File: src/rtl/adgc_consts.svh
// Bit positions, reset values and sizes for the digital I/O and gate control block
`ifndef ADGC_CONSTS_SVH
`define ADGC_CONSTS_SVH
`define ADGC_CFG_STATUS 0
`define ADGC_CFG_STEP 1
`define ADGC_CFG_INVERT 2
`define ADGC_CFG_PUSHPULL 3
`define ADGC_CFG_TRIG_LO 4
`define ADGC_CFG_GATE_WATCH 8
`define ADGC_CFG_GATE_REL 9
`define ADGC_CFG_GATE_LOW 10
`define ADGC_CFG_CLR_TRIG 11
`define ADGC_NUM_SYS 4
`define ADGC_VAL_RST 8'h00
`define ADGC_PIN_RST 8'h00
`define ADGC_SYNC_RST 8'hff
`endif

File: src/rtl/adgc_pkg.sv
// Types for the digital I/O and gate control block
package adgc_pkg;
	typedef enum logic [2:0] {
		ADGC_IDLE = 3'b001,
		ADGC_ARMED = 3'b010,
		ADGC_RUN = 3'b100
	} adgc_sys_t;

	typedef struct packed {
		logic [7:0] pinOut;
		logic [7:0] pinOe;
		logic [3:0] runOut;
		logic [3:0] clearOut;
		logic gateOut;
		logic gateOe;
		logic [7:0] value;
		logic [7:0] syncA;
		logic [7:0] syncB;
		logic [7:0] trigPrev;
		logic [3:0] runPrev;
		logic [3:0] running;
		adgc_sys_t [3:0] sysState;
	} adgc_state_t;
endpackage : adgc_pkg

File: src/rtl/acq_digio_gate_control.sv
// Digital I/O port, external trigger start and gate line control
//
// Function
// RULE_01: Status mode drives each system's pin high while running, low while idle.
// RULE_02: Invert option flips the level on status or value pins.
// RULE_03: Value mode presents a loadable 8-bit value on the I/O port.
// RULE_04: Value mode adds one to the output value whenever acquisition stops.
// RULE_05: Pins drive push-pull or open-drain as configuration selects.
// RULE_06: Trigger enable makes inputs 4..7 trigger systems 1..4.
// RULE_07: With trigger enabled, start command only arms monitoring of the input.
// RULE_08: While armed, a high-to-low input clears the system then starts it; code clears only with bit 11 set or erase, same edge as sysRun.
// RULE_09: Input returning high stops; inverted if set; next change restarts.
// RULE_10: A stop command ends trigger monitoring for that system.
// RULE_11: Clear-before-start option erases spectrum before each triggered start.
// RULE_12: Gate line gates acquisition; watch, gate_release_on_run, low-at-preset options; the code only reports the gate input on gateSeen with watch set.
// RULE_13: Low-at-preset pulls the gate line low at once on sweep preset.
// RULE_14: Up to four systems, each started, stopped, erased by one command.
// RULE_15: Config bits: 0 status, 1 value, 2 invert, 3 push-pull, 4..7 trigger, 8 watch.
// RULE_16: Config bit 9 gate_release_on_run, 10 low at preset, 11 clear before trigger.
// RULE_17: Gate_release_on_run lets the gate line go high when acquisition begins.
`timescale 1ns/1ps
`include "adgc_consts.svh"
module acq_digio_gate_control
	import adgc_pkg::*;
#(
	parameter int NUM_SYS = `ADGC_NUM_SYS
) (
	input wire logic mclk,
	input wire logic rst_n,
	input wire logic [11:0] digioConfig,
	input wire logic [7:0] valueLoad,
	input wire logic valueLoadStb,
	input wire logic [3:0] startCmd,
	input wire logic [3:0] stopCmd,
	input wire logic [3:0] eraseCmd,
	input wire logic [3:0] acqDone,
	input wire logic sweepPresetHit,
	input wire logic [7:0] digioIn,
	input wire logic gateLineIn,
	output logic [7:0] digioOut,
	output logic [7:0] digioOe,
	output logic [3:0] sysRun,
	output logic [3:0] sysClear,
	output logic [7:0] stepValue,
	output logic gateOut,
	output logic gateOe,
	output logic gateSeen
);
	adgc_state_t s_q, s_d;
	logic gateSyncA_q, gateSync_q;

	logic statusMode, stepMode, invert, pushPull, watch, gateRel, gateLow, clrTrig;
	logic [3:0] trigEn;
	always_comb begin
		statusMode = digioConfig[`ADGC_CFG_STATUS]; // RULE_15
		stepMode = digioConfig[`ADGC_CFG_STEP];
		invert = digioConfig[`ADGC_CFG_INVERT];
		pushPull = digioConfig[`ADGC_CFG_PUSHPULL];
		trigEn = digioConfig[`ADGC_CFG_TRIG_LO +: 4];
		watch = digioConfig[`ADGC_CFG_GATE_WATCH];
		gateRel = digioConfig[`ADGC_CFG_GATE_REL]; // RULE_16
		gateLow = digioConfig[`ADGC_CFG_GATE_LOW];
		clrTrig = digioConfig[`ADGC_CFG_CLR_TRIG];
	end

	logic [7:0] levelOut;
	logic [3:0] trigLvl, trigFall, trigRise, startEdge, stopEdge;
	always_comb begin
		s_d = s_q;
		s_d.syncA = digioIn;
		s_d.syncB = s_q.syncA;
		s_d.trigPrev = s_q.syncB;
		s_d.clearOut = 4'h0;
		// Active level of the trigger; inversion swaps which edge starts the run
		trigLvl = s_q.syncB[7:4] ^ {4{invert}}; // RULE_06 RULE_09
		trigFall = s_q.trigPrev[7:4] & ~s_q.syncB[7:4];
		trigRise = ~s_q.trigPrev[7:4] & s_q.syncB[7:4];
		if (invert) begin
			trigFall = ~s_q.trigPrev[7:4] & s_q.syncB[7:4];
			trigRise = s_q.trigPrev[7:4] & ~s_q.syncB[7:4];
		end
		for (int i = 0; i < NUM_SYS; i++) begin
			unique case (s_q.sysState[i])
				ADGC_IDLE: begin
					if (startCmd[i] && !stopCmd[i]) begin
						if (trigEn[i]) begin
							s_d.sysState[i] = ADGC_ARMED; // RULE_07
						end else begin
							s_d.sysState[i] = ADGC_RUN;
							s_d.running[i] = 1'b1; // RULE_14
						end
					end
				end
				ADGC_ARMED: begin
					if (stopCmd[i]) begin
						s_d.sysState[i] = ADGC_IDLE; // RULE_10
						s_d.running[i] = 1'b0;
					end else if (s_q.running[i]) begin
						if (trigRise[i] || acqDone[i]) begin
							s_d.running[i] = 1'b0; // RULE_09
						end
					end else if (trigFall[i]) begin
						s_d.clearOut[i] = 1'b1; // RULE_08 RULE_11
						s_d.running[i] = 1'b1;
					end
				end
				ADGC_RUN: begin
					if (stopCmd[i] || acqDone[i]) begin
						s_d.sysState[i] = ADGC_IDLE; // RULE_14
						s_d.running[i] = 1'b0;
					end
				end
				default: begin
					s_d.sysState[i] = ADGC_IDLE;
					s_d.running[i] = 1'b0;
				end
			endcase
			if (eraseCmd[i]) begin
				s_d.clearOut[i] = 1'b1; // RULE_14
			end
		end
		// Triggered start clears only with the option set or an erase pending
		s_d.clearOut = s_d.clearOut & (eraseCmd | {4{clrTrig}} | ~trigEn);
		s_d.runOut = s_d.running;
		s_d.runPrev = s_q.running;
		startEdge = s_q.running & ~s_q.runPrev;
		stopEdge = s_q.runPrev & ~s_q.running;
		// Load wins over step so software always sees its value
		if (valueLoadStb) begin
			s_d.value = valueLoad; // RULE_03
		end else if (stepMode && (|stopEdge)) begin
			s_d.value = s_q.value + 8'h01; // RULE_04
		end
		levelOut = 8'h00;
		if (stepMode) begin
			levelOut = s_d.value; // RULE_03
		end else if (statusMode) begin
			levelOut = {4'h0, s_d.running}; // RULE_01
		end
		levelOut = levelOut ^ {8{invert}}; // RULE_02
		s_d.pinOut = levelOut;
		if (!(statusMode || stepMode)) begin
			s_d.pinOe = 8'h00;
		end else if (pushPull) begin
			s_d.pinOe = 8'hff; // RULE_05
		end else begin
			s_d.pinOe = ~levelOut; // RULE_05
		end
		// Upper pins stay inputs in status mode; value mode drives all eight
		if (statusMode && !stepMode) begin
			s_d.pinOe[7:4] = 4'h0;
		end
		// Gate is open drain: only ever pulled low, released to float high
		s_d.gateOut = 1'b0;
		if (gateLow && sweepPresetHit) begin
			s_d.gateOe = 1'b1; // RULE_13
		end else if (gateRel && (|startEdge)) begin
			s_d.gateOe = 1'b0; // RULE_12 RULE_17
		end else if (gateRel && !(|s_q.running) && !gateLow) begin
			s_d.gateOe = 1'b1; // RULE_12
		end
	end

	always_ff @(posedge mclk or negedge rst_n) begin
		if (!rst_n) begin
			s_q <= '{pinOut: `ADGC_PIN_RST, pinOe: 8'h00, runOut: 4'h0, clearOut: 4'h0,
				// Idle pins float high; a low reset value would fake an edge
				gateOut: 1'b0, gateOe: 1'b0, value: `ADGC_VAL_RST, syncA: `ADGC_SYNC_RST,
				syncB: `ADGC_SYNC_RST, trigPrev: `ADGC_SYNC_RST, runPrev: 4'h0, running: 4'h0,
				sysState: {4{ADGC_IDLE}}};
			gateSyncA_q <= 1'b1;
			gateSync_q <= 1'b1;
		end else begin
			s_q <= s_d;
			gateSyncA_q <= gateLineIn;
			gateSync_q <= gateSyncA_q;
		end
	end

	logic gateSeen_q;
	always_ff @(posedge mclk or negedge rst_n) begin
		if (!rst_n) begin
			gateSeen_q <= 1'b0;
		end else begin
			gateSeen_q <= watch & gateSync_q; // RULE_12
		end
	end

	always_comb begin
		digioOut = s_q.pinOut;
		digioOe = s_q.pinOe;
		sysRun = s_q.runOut;
		sysClear = s_q.clearOut;
		stepValue = s_q.value;
		gateOut = s_q.gateOut;
		gateOe = s_q.gateOe;
		gateSeen = gateSeen_q;
	end
endmodule : acq_digio_gate_control

File: config.mk
export PLATFORM = sky130hd
export DESIGN_NAME = acq_digio_gate_control
export DESIGN_NICKNAME = d
export VERILOG_FILES = /design/src/rtl/adgc_pkg.sv /design/src/rtl/acq_digio_gate_control.sv
export VERILOG_INCLUDE_DIRS = /design/src /design/src/rtl
export SDC_FILE = /design/constraint.sdc
export NUM_CORES = 1
export LEC_CHECK = 0
export BUFFER_PORTS_ARGS = -buffer_cell sky130_fd_sc_hd__buf_4
export CAP_MARGIN = 20
export CORE_MARGIN = 1.5
export CORE_UTILIZATION = 50
export DETAILED_ROUTE_END_ITERATION = 10
export GPL_TIMING_DRIVEN = 1
export MAX_ROUTING_LAYER = met4
export PLACE_DENSITY = 0.75
export SLEW_MARGIN = 40
export SYNTH_ARGS = -nofsm -noshare
export SYNTH_HDL_FRONTEND = slang
export SYNTH_SLANG_ARGS = --single-unit
File: constraint.sdc
create_clock -name mclk -period 4.6 [get_ports mclk]
set_input_delay 0 -clock mclk [delete_from_list [all_inputs] [get_ports mclk]]
set_output_delay 0 -clock mclk [all_outputs]
set_load 0.01 [all_outputs]
## Word-level counts from Yosys, hierarchy flattened

Index checks and enable logic that the tools add are counted.

| storage, ports and cells | value |
|---|---|
| bits in registers | 76 |
| output and inout bits | 35 |
| logic and storage cells | 171 |

| cells by class | value |
|---|---|
| add/sub/neg operators | 1 |
| eq/ne operators | 24 |
| mux-type cells | 80 |
| bitwise logic cells | 15 |
| reduce and logical (&&, ||, !) cells | 34 |

Operators with widths:

| cell | number |
|---|---|
| $mux 3 | 16 |
| $mux 1 | 47 |
| $mux 8 | 5 |
| $pmux 3 s3 | 4 |
| $ne 2x2->1 const B | 12 |
| $and 4x4->4 | 5 |
| $not 4->4 | 5 |
| $mux 4 | 4 |
| $eq 3x1->1 const B | 4 |
| $eq 3x2->1 const B | 4 |
| $eq 3x3->1 const B | 4 |
| $pmux 1 s3 | 4 |
| $reduce_and 3->1 | 4 |
| $reduce_or 4->1 | 3 |
| $logic_and 1x1->1 | 10 |
| $logic_or 1x1->1 | 9 |
| $add 8x1->8 const B | 1 |
| $not 8->8 | 1 |
| $or 4x4->4 | 2 |
| $xor 8x8->8 | 1 |
| $logic_not 1->1 | 7 |
| $reduce_bool 3->1 | 1 |
| $and 1x1->1 | 1 |

## Longest topological paths before layout

| logic depth | value |
|---|---|
| depth after elaboration | 15 |
| gate-level depth with buffers | 8 |
| gate-level depth less buffers | 7 |

## Worst setup path after synthesis

OpenSTA, ideal clock, no wires.

| path | value |
|---|---|
| path type | register -> register |
| start | reg s_q[17] in the netlist's numbering |
| end | reg s_q, in the netlist digioOe[0] |
| setup time | 0.125 ns |
| arrival | 1.945 ns |
| required time | 4.475 ns |
| path slack | 2.530 ns |
| cell stages (with the launch flop) | 8 |
| period minus slack after synthesis | 2.070 ns |
| cell sequence | dfrtp_1 -> nor2b_2 -> or4_4 -> buf_6 -> xnor2_1 -> o21ai_0 -> mux2i_1 -> a2111oi_0 |

RTL lines:

| what | RTL line | RTL |
|---|---|---|
| from (decl) | acq_digio_gate_control.sv:49 | `adgc_state_t s_q, s_d;` |
| from (signal assigned) | acq_digio_gate_control.sv:166 | `` s_q <= '{pinOut: `ADGC_PIN_RST, pinOe: 8'h00, runOut: 4'h0, clearOut: 4'h0, `` |

==> flow_metrics.py <==
metrics = {
    "die": {
        "chipWidth_um": 86.2,
        "fp.dieH_um": 86.2,
        "core-area_mm2": 0.00676,
        "start_util_pct": 51.3,
        "num_io_pins": 84,
        "rows": 30,
        "die_area_mm2": 0.00743,
    },
    "timing": {
        "timing.setup.tns_ns": 0,
        "finClkSkew_ns": 0.00959,
        "rsz0062_at_grt": "no",
        "layout_min_cycle_time_ns": 2.31,
        "max_slew.worst_pin.slew_ns": 0.572,
        "setup_viol": 0,
        "hold_violations": 0,
        "finalCritPeriodShare_pct": 50.2,
        "slew_headroom_pct": 61.8,
        "fin_ws_ns": 2.29,
        "clock.fmax_mhz": 433,
        "drv_slew": 0,
    },
    "synthesis": {
        "yosysWarnings": 0,
        "synth_most_common_cell": "dfrtp_1",
        "synthSimpleGateAreaFrac_pct": 23.2,
        "synth_fa_ha_area_share_pct": 0.361,
        "yosys.area.top_type": "dfrtp_1",
        "synth_top_family_by_area": "simple AND/OR/NAND/NOR gates",
        "postSynthAreaPerCell_um2": 10.2,
        "syn_nets": 390,
        "ys_top_cells_by_area": "dfrtp_1 (33%), dfstp_2 (14%), buf_4 (7.4%), xnor2_1 (3.0%), nor2b_1 (2.9%)",
        "synth_edf_count": 0,
        "synth_xor_area_share_pct": 5.06,
        "synth_common_cells": "dfrtp_1 (46), buf_4 (34), dfstp_2 (18)",
        "async_flop_share_pct": 100,
        "synth_cells": 340,
        "netlist.area_leader.share_pct": 33.2,
        "synth_area_mm2": 0.00346,
        "synth_seq_cells": 64,
        "synth.area.mux_share_pct": 1.48,
        "ys_seq_area_share_pct": 46.9,
        "synth_flop_cell": "dfrtp_1",
        "ys_types": 60,
        "synth_compound_area_share_pct": 12.8,
    },
    "power": {
        "p_int_mw": 1.11,
        "leakage_nw": 1.93,
        "p_comb_share_pct": 24.5,
        "seqPwrFrac_pct": 44.3,
        "power_mw": 1.55,
        "ir_drop_v": 0.000253,
        "power.density_mw_per_mm2": 350,
        "swShare_pct": 28.4,
        "clkPwrFrac_pct": 31.3,
        "power.switching_uw": 440,
    },
    "final_layout": {
        "finalNonFillerCells": 506,
        "nNetsFinal": 471,
        "area_growth_pct": 27.7,
        "drive_above_1_share_pct": 28.4,
        "diodes": 0,
    },
    "critical_path": {
        "cpPeakStageDelay_ns": 0.62,
        "crit_path_end_kind": "flop",
        "start_kind": "flop",
        "cp_top_family": "simple AND/OR/NAND/NOR gates",
        "crit_chain": "nor2b_2, or4_4, xnor2_1, o21ai_0, mux2i_1, a2111oi_0",
        "crit_buf_inv": 0,
        "cp_slowest_cell": "or4_4",
        "arrival_ns": 2.50,
        "cp_max_fo": 10,
        "crit_type": "reg -> reg",
        "worstPathRequired_ns": 4.80,
    },
    "place": {
        "portBuffers": 78,
        "routabilityCongestion": 0.902,
        "dp_slack_ns": 2.34,
        "place_hpwl_um": 5010,
        "place_inst": 452,
    },
    "clocking": {
        "cts.clk_slew.worst_paths_ns": 0.07,
        "clk_path_buf_depth": 2,
        "clock-sinks": 64,
        "h-tree-depth": 3,
        "cts-root-buf": "clkbuf_8",
        "cts_setup_buffers": 0,
        "clk_latency_ns": 0.34,
        "cts_tree": "done",
        "cts-buffers-inserted": 9,
    },
    "detailed_routing": {
        "drt_iter0_drc": 166,
        "drt-total-wl_um": 7530,
        "drcViolationCount": 0,
        "vias": 2763,
        "routed.top_layer": "met4",
        "drt-vias-per-instance": 5.46,
        "dr.pass1.iters": 4,
        "wire_per_inst_um": 14.9,
        "ant_nets": 0,
        "dr_wl_met2_um": 3730,
        "drt-met1-wl_um": 3310,
        "met3_length_um": 375,
    },
    "outcome": {
        "outcome": "complete, no violations",
    },
    "global_route": {
        "grt_pass1_vias": 2656,
        "grt_pass1_wl_um": 12300,
        "grt-ovfl-total": 0,
        "grt_max_degree": 65,
        "antenna_found_initial": 0,
        "grt_use_total_pct": 21.8,
    },
    "min_path": {
        "hold_path.class": "in -> reg",
    },
    "job": {
        "drv_cap": 0,
    },
}
flip-flops by register name, indices dropped and copies added, names as in the netlist:
register	count
gateSyncA_q	1
s_q	20
digioOe	8
digioOut	8
gateOe	1
s_d	12
sysClear	4
stepValue	8
gateSync_q	1
gateSeen	1
path summary, 6_finish.rpt:
kind                                       startpoint                    end  slack (ns)  depth (start not counted)
worst max-delay path                s_d[17]$_DFF_PN0_   digioOe[0]$_DFF_PN0_        2.29                          6
min in group asynchronous                       rst_n  digioOut[5]$_DFF_PN0_        0.20                          2
worst min-delay path                   digioConfig[6]     s_q[8]$_DFFE_PN0P_       0.004                          4
worst max register to register      s_d[17]$_DFF_PN0_   digioOe[0]$_DFF_PN0_        2.29                          6
max in group asynchronous                       rst_n  gateSyncA_q$_DFF_PN1_        3.99                          2
worst min register to register  gateSyncA_q$_DFF_PN1_   gateSync_q$_DFF_PN1_        0.36                          0
stage by stage:
stage	hold slack (ns)	utilization (%)	area, um^2
2_1_floorplan	-0.296	-	3460
3_3_place_gp	0.108	56.8	3840
3_5_place_dp	0.109	56.8	3840
4_1_cts	0.00174	65.4	4420
5_1_grt	0.00448	65.5	4420
6_report	0.00374	65.5	4420
cell type report:
class                   count  area, um^2
fillers                   553        2330
flip-flops and latches     64        1620
multi-input cells         219        1490
repair buffers            116         970
clock buffers              13         159
well taps                  80         100
inverters                  11        41.3
clock inverters             3        40.0
repair_timing:
| item | CTS | global route |
|---|---|---|
| hold endpoints to repair | 75 | 0 |
| resized for setup | 0 | 0 |
| endpoints found under the setup margin | 0 | 0 |
| hold buffers | 38 | 0 |
logic make-up (layout without fill, tap and decap cells):
| kind of cell | count (synthesis) | after routing |
|---|---|---|
| compound gates | 62 | 62 |
| mux | 5 | 5 |
| flops | 64 | 64 |
| other cells | 1 | 1 |
| fa+ha+maj | 1 | 1 |
| simple gates | 130 | 130 |
| xor+xnor | 20 | 20 |
| buf+inv | 57 | 143 |
power groups by stage:
stage	registers (mW)	clock network (mW)	logic [mW]
after floorplan	0.678	0	0.270
after global placement	0.692	0	0.341
after detailed placement	0.695	0	0.347
after CTS	0.685	0.496	0.378
after global routing	0.694	0.525	0.413
final	0.686	0.485	0.379
placed cells by master, fill, tap and decap left out, types with 7 or more instances in the layout:
cell type      instances
nor3_1                10
nand2b_1              10
a21oi_1               11
nor2_1                16
buf_4                 77
inv_1                 10
nand4_1                8
xor2_1                 8
dfstp_2               18
nand2_1               16
clkbuf_8              11
nand4b_1               8
o21ai_0                9
xnor2_1               12
dlygate4sd3_1         38
dfrtp_1               46
nor2b_1               16
nor3b_1                7
per-layer routing:
metal | vias up | GRT usage, %
met1 | 1326 | 27.3
met2 | 72 | 34.6
met5 | - | -
met4 | 0 | 7.48
li1 | 1353 | -
met3 | 12 | 5.71
tightest hold or removal path, delay by kind of cell:
family,cells,cell delay [ns]
buf+inv,1,0.09
simple gates,3,0.21
(Power assumes the default switching activity.)
